**config.mk**
```make
export PLATFORM = sky130hd
export DESIGN_NAME = pic_int_logic
export DESIGN_NICKNAME = d
export VERILOG_FILES = /design/src/inc/pic_pkg.sv /design/src/logic/pic_compare_file.sv /design/src/logic/pic_int_logic.sv
export SDC_FILE = /design/constraint.sdc
export NUM_CORES = 1
export LEC_CHECK = 0
export BUFFER_PORTS_ARGS = -buffer_cell sky130_fd_sc_hd__buf_2
export CORE_MARGIN = 8
export CORE_UTILIZATION = 50
export CTS_CLUSTER_SIZE = 25
export DETAILED_ROUTE_END_ITERATION = 8
export PLACE_DENSITY = 0.77
export SLEW_MARGIN = 0
export SYNTH_ARGS = -nofsm -noshare
export SYNTH_HDL_FRONTEND = slang
export SYNTH_SLANG_ARGS = --single-unit
```
**constraint.sdc**
```tcl
create_clock -name core_clk -period 2.5 [get_ports core_clk]
set_input_delay 0.125 -clock core_clk [delete_from_list [all_inputs] [get_ports core_clk]]
set_output_delay 0.125 -clock core_clk [all_outputs]
set_load 0.02 [all_outputs]
```
**src/inc/pic_pkg.sv**
```systemverilog
// Purpose: Shared constants for the interrupt condition logic.
// Assumes: Byte-wide management bus with 6-bit register offsets.
// Notes:   Offsets are the printed register numbers.
package pic_pkg;
  // ---------------------------------------------------------------
  // Register offsets
  // ---------------------------------------------------------------
  localparam logic [5:0] OFF_SWITCH_CONFIG = 6'h01;
  localparam logic [5:0] OFF_INT_COND = 6'h02;
  localparam logic [5:0] OFF_INT_MASK = 6'h03;
  localparam logic [5:0] OFF_XMIT_STATE = 6'h04;
  localparam logic [5:0] OFF_RX_COND_A = 6'h09;
  localparam logic [5:0] OFF_RX_COND_B = 6'h0a;
  localparam logic [5:0] OFF_INT_COMPARE = 6'h1a;
  localparam logic [5:0] OFF_XMIT_COMPARE = 6'h1b;
  localparam logic [5:0] OFF_RX_COMPARE_A = 6'h1c;
  localparam logic [5:0] OFF_RX_COMPARE_B = 6'h1d;
  localparam logic [5:0] OFF_LINK_COMPARE = 6'h1f;
  localparam logic [5:0] OFF_LINK_COND = 6'h20;
  // Read-only registers
  localparam logic [5:0] OFF_RX_STATE = 6'h08;
  localparam logic [5:0] OFF_NOISE_COUNT = 6'h0f;
  localparam logic [5:0] OFF_NOISE_PRESCALE = 6'h10;
  localparam logic [5:0] OFF_STATE_COUNT = 6'h13;
  localparam logic [5:0] OFF_STATE_PRESCALE = 6'h14;
  localparam logic [5:0] OFF_LINK_ERR_COUNT = 6'h16;
  localparam logic [5:0] OFF_IDENT = 6'h18;
  localparam logic [5:0] OFF_INJECT_COUNT = 6'h19;
  localparam logic [5:0] OFF_SCRUB_TIMER = 6'h25;
  // ---------------------------------------------------------------
  // Event bit positions, plus the parity enable bit of the transmit state register
  // ---------------------------------------------------------------
  localparam int BIT_REQ_PARITY = 0;
  localparam int BIT_BUS_PARITY = 1;
  localparam int BIT_RO_REJECT = 2;
  localparam int BIT_COND_INHIBIT = 3;
  localparam int BIT_LINK_THRESH = 4;
  localparam int BIT_RX_SUM_A = 5;
  localparam int BIT_RX_SUM_B = 6;
  localparam int BIT_USER_SENSE = 7;
  localparam int BIT_REQ_PAR_EN = 6;
  // ---------------------------------------------------------------
  // Reset values
  // ---------------------------------------------------------------
  localparam logic [7:0] RST_INT_MASK = 8'h00;
  localparam logic [7:0] RST_INT_COND = 8'h10;
  localparam logic [7:0] RST_COMPARE = 8'h00;
endpackage : pic_pkg

```
**src/logic/pic_compare_file.sv**
```systemverilog
// Purpose: Compare registers for the conditionally writable registers.
// Assumes: One write port, one registered read port.
// Notes:   Index 0..4 = interrupt, transmit, rx A, rx B, link mgmt.
module pic_compare_file
  import pic_pkg::*;
#(
  parameter int WIDTH = 8,
  parameter int DEPTH = 5
) (
  input wire logic core_clk, // Device clock
  input wire logic reset, // Synchronous reset
  input wire logic clk_en, // Freezes state when low
  input wire logic wr_en, // Write strobe
  input wire logic [2:0] wr_idx, // Write index
  input wire logic [WIDTH-1:0] wr_data, // Write data
  input wire logic [2:0] rd_idx, // Read index
  output logic [WIDTH-1:0] rd_data, // Registered read data
  output logic [WIDTH-1:0] all_data [DEPTH] // Live values
);
  logic [WIDTH-1:0] mem_r [DEPTH];

  genvar g;
  generate
    for (g = 0; g < DEPTH; g++) begin : g_word
      always_ff @(posedge core_clk) begin
        if (reset) begin
          mem_r[g] <= RST_COMPARE;
        end else if (clk_en && wr_en && wr_idx == 3'(g)) begin
          mem_r[g] <= wr_data;
        end
      end
      assign all_data[g] = mem_r[g];
    end
  endgenerate

  always_ff @(posedge core_clk) begin
    if (reset) begin
      rd_data <= '0;
    end else if (clk_en) begin
      rd_data <= (int'(rd_idx) < DEPTH) ? mem_r[rd_idx] : '0;
    end
  end
endmodule // pic_compare_file

```
**src/logic/pic_int_logic.sv**
```systemverilog
// Purpose: Interrupt condition, mask and compare logic of the PHY.
// Assumes: Bus strobes are one-cycle pulses synchronous to core_clk.
// Notes:   Conditional registers other than the interrupt condition
//          register live elsewhere; this block only gives the bit mask
//          that may be written for them and flags the inhibit event.

// Summary of operation
// - Interrupt asserts when a condition bit and its mask bit are both one.
// - Request parity event needs parity enable in transmit state register.
// - Only data entering the transmitter is parity checked.
// - Bus parity error on a write sets event bit one.
// - Write to any read-only register sets event bit two.
// - Bits differing from compare stay unwritten and set the inhibit bit.
// - Pairings: 02-1A, 04-1B, 09-1C, 0A-1D, 20-1F.
// - Inhibit bit stays set until software clears it.
// - Switch configuration writes are refused while scrubbing.
// - Link monitor counter at zero sets event bit four, sticky.
// - After reset event bit four reads one.
// - Summary A set by masked condition A; clears only once gone.
// - Summary B set by masked condition B; clears only once gone.
// - User sense event set by any sense bit; clears only once all zero.
// - Mask register at 03h, always read-write, cleared by reset.
// - Interrupt output is active low.
module pic_int_logic
  import pic_pkg::*;
(
  input wire logic core_clk, // Device clock, 20 MHz
  input wire logic reset, // Synchronous reset, active high
  input wire logic clk_en, // Clock enable
  input wire logic bus_wr, // Management bus write strobe
  input wire logic bus_rd, // Management bus read strobe
  input wire logic [5:0] bus_addr, // Register offset
  input wire logic [7:0] mgmt_bus_data, // Write data lines
  input wire logic mgmt_bus_parity, // Odd parity line
  input wire logic bus_parity_en, // Bus parity checking enabled
  output logic [7:0] bus_rdata, // Read data, registered
  input wire logic [7:0] xmit_req_data, // Request data into transmitter
  input wire logic xmit_req_parity, // Its parity bit
  input wire logic xmit_req_valid, // Data enters transmitter
  input wire logic [7:0] transmit_state_reg, // Current transmit state
  input wire logic [7:0] receive_condition_a, // Receive condition A
  input wire logic [7:0] receive_mask_a, // Receive mask A
  input wire logic [7:0] receive_condition_b, // Receive condition B
  input wire logic [7:0] receive_mask_b, // Receive mask B
  input wire logic [7:0] link_mgmt_condition, // Link mgmt condition
  input wire logic [2:0] user_sense_reg, // Sense bits two..zero
  input wire logic link_err_count_zero, // Link error counter is zero
  input wire logic scrub_active, // Scrubbing in progress
  output logic [7:0] cond_wr_mask, // Bits allowed in a conditional write
  output logic switch_config_wr_ok, // Switch config write accepted
  output logic int_n // Interrupt, active low
);
  logic [7:0] interrupt_condition_reg_r;
  logic [7:0] interrupt_condition_reg_nxt;
  logic [7:0] interrupt_mask_reg_r;
  logic [7:0] cmp_rdata;
  logic [7:0] cmp_all [5];
  logic [7:0] cur_val;
  logic [2:0] cmp_widx;
  logic cmp_wr;
  logic cond_hit;
  logic ro_hit;
  logic bus_par_bad;
  logic req_par_bad;
  logic inhibit;
  logic sum_a;
  logic sum_b;
  logic sense_any;
  logic rd_is_cmp_r;
  logic [7:0] local_rd_r;

  // ---------------------------------------------------------------
  // Address decode
  // ---------------------------------------------------------------
  function automatic logic [2:0] cmp_index(input logic [5:0] a);
    case (a)
      OFF_INT_COMPARE: cmp_index = 3'h0;
      OFF_XMIT_COMPARE: cmp_index = 3'h1;
      OFF_RX_COMPARE_A: cmp_index = 3'h2;
      OFF_RX_COMPARE_B: cmp_index = 3'h3;
      OFF_LINK_COMPARE: cmp_index = 3'h4;
      default: cmp_index = 3'h7;
    endcase
  endfunction

  // Conditional register offset to its compare index
  function automatic logic [2:0] cond_index(input logic [5:0] a);
    case (a)
      OFF_INT_COND: cond_index = 3'h0;
      OFF_XMIT_STATE: cond_index = 3'h1;
      OFF_RX_COND_A: cond_index = 3'h2;
      OFF_RX_COND_B: cond_index = 3'h3;
      OFF_LINK_COND: cond_index = 3'h4;
      default: cond_index = 3'h7;
    endcase
  endfunction

  function automatic logic is_read_only(input logic [5:0] a);
    case (a)
      OFF_RX_STATE, OFF_NOISE_COUNT, OFF_NOISE_PRESCALE,
      OFF_STATE_COUNT, OFF_STATE_PRESCALE, OFF_LINK_ERR_COUNT,
      OFF_IDENT, OFF_INJECT_COUNT, OFF_SCRUB_TIMER: is_read_only = 1'b1;
      default: is_read_only = 1'b0;
    endcase
  endfunction

  assign cmp_widx = cmp_index(bus_addr);
  assign cmp_wr = bus_wr && cmp_widx != 3'h7;
  assign cond_hit = bus_wr && cond_index(bus_addr) != 3'h7;
  assign ro_hit = bus_wr && is_read_only(bus_addr);

  // ---------------------------------------------------------------
  // Conditional write guard
  // ---------------------------------------------------------------
  always_comb begin
    case (cond_index(bus_addr))
      3'h0: cur_val = interrupt_condition_reg_r;
      3'h1: cur_val = transmit_state_reg;
      3'h2: cur_val = receive_condition_a;
      3'h3: cur_val = receive_condition_b;
      3'h4: cur_val = link_mgmt_condition;
      default: cur_val = 8'h00;
    endcase
  end

  // Bits changed since the last read must not be overwritten
  assign cond_wr_mask = cond_hit ?
    ~(cur_val ^ cmp_all[cond_index(bus_addr)]) : 8'h00;
  assign inhibit = cond_hit && cond_wr_mask != 8'hff;
  // Scrubbing blocks the switch; refusal is silent
  assign switch_config_wr_ok = bus_wr && bus_addr == OFF_SWITCH_CONFIG
    && !scrub_active;

  // ---------------------------------------------------------------
  // Event sources
  // ---------------------------------------------------------------
  // Odd parity across data plus parity line
  assign bus_par_bad = bus_wr && bus_parity_en &&
    !(^{mgmt_bus_data, mgmt_bus_parity});
  // Only data actually entering the transmitter is checked
  assign req_par_bad = xmit_req_valid &&
    transmit_state_reg[BIT_REQ_PAR_EN] &&
    !(^{xmit_req_data, xmit_req_parity});
  assign sum_a = |(receive_condition_a & receive_mask_a);
  assign sum_b = |(receive_condition_b & receive_mask_b);
  assign sense_any = |user_sense_reg;

  // ---------------------------------------------------------------
  // Interrupt condition register
  // ---------------------------------------------------------------
  always_comb begin
    interrupt_condition_reg_nxt = interrupt_condition_reg_r;
    // Accepted write: only bits matching the compare register change
    if (bus_wr && bus_addr == OFF_INT_COND) begin
      interrupt_condition_reg_nxt = (interrupt_condition_reg_r &
        ~cond_wr_mask) | (mgmt_bus_data & cond_wr_mask);
    end
    // Sets win over a clear in the same cycle
    if (req_par_bad) interrupt_condition_reg_nxt[BIT_REQ_PARITY] = 1'b1;
    if (bus_par_bad) interrupt_condition_reg_nxt[BIT_BUS_PARITY] = 1'b1;
    if (ro_hit) interrupt_condition_reg_nxt[BIT_RO_REJECT] = 1'b1;
    if (inhibit) interrupt_condition_reg_nxt[BIT_COND_INHIBIT] = 1'b1;
    if (link_err_count_zero) begin
      interrupt_condition_reg_nxt[BIT_LINK_THRESH] = 1'b1;
    end
    // Level sources cannot be cleared while still active
    if (sum_a) interrupt_condition_reg_nxt[BIT_RX_SUM_A] = 1'b1;
    if (sum_b) interrupt_condition_reg_nxt[BIT_RX_SUM_B] = 1'b1;
    if (sense_any) begin
      interrupt_condition_reg_nxt[BIT_USER_SENSE] = 1'b1;
    end
  end

  always_ff @(posedge core_clk) begin
    if (reset) begin
      interrupt_condition_reg_r <= RST_INT_COND;
    end else if (clk_en) begin
      interrupt_condition_reg_r <= interrupt_condition_reg_nxt;
    end
  end

  always_ff @(posedge core_clk) begin
    if (reset) begin
      interrupt_mask_reg_r <= RST_INT_MASK;
    end else if (clk_en && bus_wr && bus_addr == OFF_INT_MASK) begin
      interrupt_mask_reg_r <= mgmt_bus_data;
    end
  end

  assign int_n = ~|(interrupt_condition_reg_r & interrupt_mask_reg_r);

  // ---------------------------------------------------------------
  // Compare registers and read path
  // ---------------------------------------------------------------
  pic_compare_file #(.WIDTH(8), .DEPTH(5)) u_cmp (
    .core_clk(core_clk),
    .reset(reset),
    .clk_en(clk_en),
    .wr_en(cmp_wr),
    .wr_idx(cmp_widx),
    .wr_data(mgmt_bus_data),
    .rd_idx(cmp_index(bus_addr)),
    .rd_data(cmp_rdata),
    .all_data(cmp_all)
  );

  always_ff @(posedge core_clk) begin
    if (reset) begin
      rd_is_cmp_r <= 1'b0;
      local_rd_r <= 8'h00;
    end else if (clk_en && bus_rd) begin
      rd_is_cmp_r <= cmp_index(bus_addr) != 3'h7;
      case (bus_addr)
        OFF_INT_COND: local_rd_r <= interrupt_condition_reg_r;
        OFF_INT_MASK: local_rd_r <= interrupt_mask_reg_r;
        default: local_rd_r <= 8'h00;
      endcase
    end
  end

  assign bus_rdata = rd_is_cmp_r ? cmp_rdata : local_rd_r;
endmodule // pic_int_logic

```
==> impl_metrics.tcl <==
set metrics [dict create \
    power_density_mw_per_mm2 468.1 \
    maxSlewHeadroom_pct 66.73 \
    drc 0 \
    drv_cap 0 \
    core_mm2 0.009065 \
    clk_pin_slew_ns 0.07 \
    cts_tree "yes" \
    gr-usage-met3_pct 6.006 \
    cp-start-kind "primary input" \
    grt_max_degree 33 \
    worstPathMaxFanout 9 \
    multi_input_area_mm2 0.002649 \
    grt_pass1_wl_mm 25.88 \
    setup_slack_ns 0.1111 \
    track_usage_pct 26.41 \
    min_delay_path_depth 3 \
    area_delta_synth_final_pct 27.81 \
    final-seq-area_mm2 0.001862 \
    rsz0062_at_grt "no" \
    clock_latency_ns 0.35 \
    layout-drive-gt1-share_pct 35.38 \
    netlist_instances 493 \
    path_class "in2out" \
    fill_cells 748 \
    ys_seq_area_share_pct 40.61 \
    top_usage_layer "met2" \
    viasPerCell 6.295 \
    peakVddDrop_mv 0.3250 \
    grt_remaining_overflow 0 \
    rr_worst_depth 8 \
    rows 35 \
    numPortBuffers 101 \
    yosysTopAreaCellShare_pct 26.20 \
    drv_slew 0 \
    yosysWarnings 0 \
    cp-startpoint "bus_addr[2]" \
    status "finished clean" \
    synth-main-ff-cell "edfxtp_1" \
    syn-num-nets 577 \
    initial_core_util_pct 50.57 \
    max_freq_mhz 418.6 \
    power.leakage_uw 0.002352 \
    setup_violations 0 \
    dieHeight_um 111.8 \
    cp_data_arrival_time_ns 2.26 \
    wire_per_inst_um 21.77 \
    hold_violations 0 \
    synth-seq-cells 73 \
    place.gp.congestion 0.9811 \
    fin_crit_sh_pct 95.56 \
    synthTopCellsByCount "51 x nor2_1, 48 x nand2_1, 41 x and2_1, 40 x edfxtp_1, 33 x dfxtp_1" \
    max_slew.worst_pin.slew_ns 0.4864 \
    post_cts_buffers 0 \
    dpl_worst_slack_ns -0.1059 \
    wl_mm 16.63 \
    vias 4809 \
    clock_sinks 73 \
    clockBufferDepth 2 \
    syn-cell-area_mm2 0.004584 \
    worst_ep_required_time_ns 2.38 \
    num_io_pins 102 \
    synth_cell_type_count 76 \
    diodes 0 \
    cts-root-buf "clkbuf_8" \
    r2r-start "interrupt_condition_reg_r[1]" \
    htree_levels 3 \
    layout.nets 732 \
    yosysMostFrequentCell "nor2_1" \
    die_w_um 111.8 \
    synth_top_cell_by_area "edfxtp_1" \
    dp.final_hpwl_mm 13.00 \
    min_path_type "in2reg" \
    antenna_found_initial 0 \
    synthArstFlopShare_pct 0 \
    cp-end-kind "output port" \
    skew_ns 0.007041 \
    syn_avg_cell_area_um2 9.299 \
    setup_tns_ns 0 \
    min_period_ns 2.389 \
    synth_edf_count 40 \
    drt-initial-drc-count 588 \
    firstDrtPassIters 6 \
    antenna_left 0 \
    grt_pass1_vias 4773 \
    ys_top_cells_by_area "edfxtp_1 26%, dfxtp_1 14%, and2_1 5.6%, xnor2_1 4.2%, nor2_1 4.2%" \
    numCtsBuffers 9 \
    die-area_mm2 0.01249 \
    use_met1_pct 34.06 \
    min_from "bus_parity_en" \
    met2_usage_pct 41.80 \
]
==> registers in the layout (all words and copies together) (netlist names) <==
signal and cells:
interrupt_condition_reg_r 8, interrupt_mask_reg_r 8, local_rd_r 8, rd_is_cmp_r 1, u_cmp.mem_r 40, u_cmp.rd_data 8
==> cell type report <==
type | count | area share (%)
inverter | 6 | 0.3844
tap | 111 | 2.370
clock buffer | 11 | 2.584
sequential | 73 | 31.77
multi-input combinational | 391 | 45.21
timing repair buffer | 167 | 17.08
clock inverter | 5 | 0.5979
==> routing by layer <==
metal  routed length [um]  vias to the layer above
li1                     -                     2182
met1                 6822                     2281
met2                 7508                      289
met3                 1699                       57
met4                  603                        0
met5                    0                        -
==> worst paths after layout <==
path | slack, ns | end
setup / recovery | 0.11 | cond_wr_mask[7]
hold / removal | 0.08 | interrupt_condition_reg_r[1]
setup reg to reg | 0.24 | interrupt_condition_reg_r[3]
hold reg to reg | 0.49 | interrupt_mask_reg_r[0]
==> through the flow <==
stage | instances | cell area (um2) | total power (uW) | util (%) | hold WS [ns]
floorplan | 493 | 4589 | 1631 | - | 0.2610
global placement | 748 | 5629 | 1862 | 62.10 | 0.4299
detailed placement | 748 | 5629 | 1872 | 62.10 | 0.4411
CTS | 764 | 5834 | 2737 | 64.36 | 0.06791
global route | 764 | 5859 | 2837 | 64.64 | 0.07181
finish | 764 | 5859 | 2743 | 64.64 | 0.08267
==> report_power, final <==
part	total (uW)	internal, uW	switching, uW
Sequential	1370	1320	52.4
Combinational	489	222	267
Clock	881	421	460
Total	2740	1960	780
==> what timing repair did <==
action / 4_1_cts / 5_1_grt
pin swaps: 0 / 1
setup endpoints to repair: 1 / 5
hold buffers: 0 / 0
gates resized for setup: 3 / 5
==> cell usage in the layout (no fill, tap or decap), types with 3 or more instances in the layout <==
master      n
a211oi_1    6
buf_4      66
xnor2_1    22
mux2_2     16
dfxtp_1    33
nor3_1     12
a311oi_1    7
o221a_2     8
o31ai_1     4
inv_1       6
a21oi_1    21
o21ai_0    12
nor4_1      4
o22ai_1    10
and2_1     41
nand3_1     9
a22oi_1    20
xor2_1      4
clkbuf_8   11
nand4_1     5
buf_2     101
or3_1       5
mux2i_1     4
nand2_1    48
nor2_1     50
nand3b_1    3
edfxtp_1   40
a221oi_1    8
and3_1      6
nor2b_1     6
==> cells by family (layout without fill, tap and decap cells) <==
family,Yosys count,count (layout),share of synthesized area [%]
AND/OR/NAND/NOR,219,219,25.87
AO/OA/AOI/OAI,125,125,20.85
flip-flops,73,73,40.61
buffers and inverters,29,189,2.675
XOR/XNOR,26,26,4.967
multiplexers,20,20,4.803
adder cells (fa/ha/maj),1,1,0.2183
==> worst max-delay path: stages <==
cell and delay [ns]:
buf_2 0.17, xnor2_1 0.13, or3_1 0.33, o311a_1 0.37
buf_4 0.16, nor3_1 0.31, xnor2_1 0.16, a21oi_1 0.07
buf_4 0.15, nor2_1 0.09, buf_2 0.19
(Power assumes the default switching activity.)
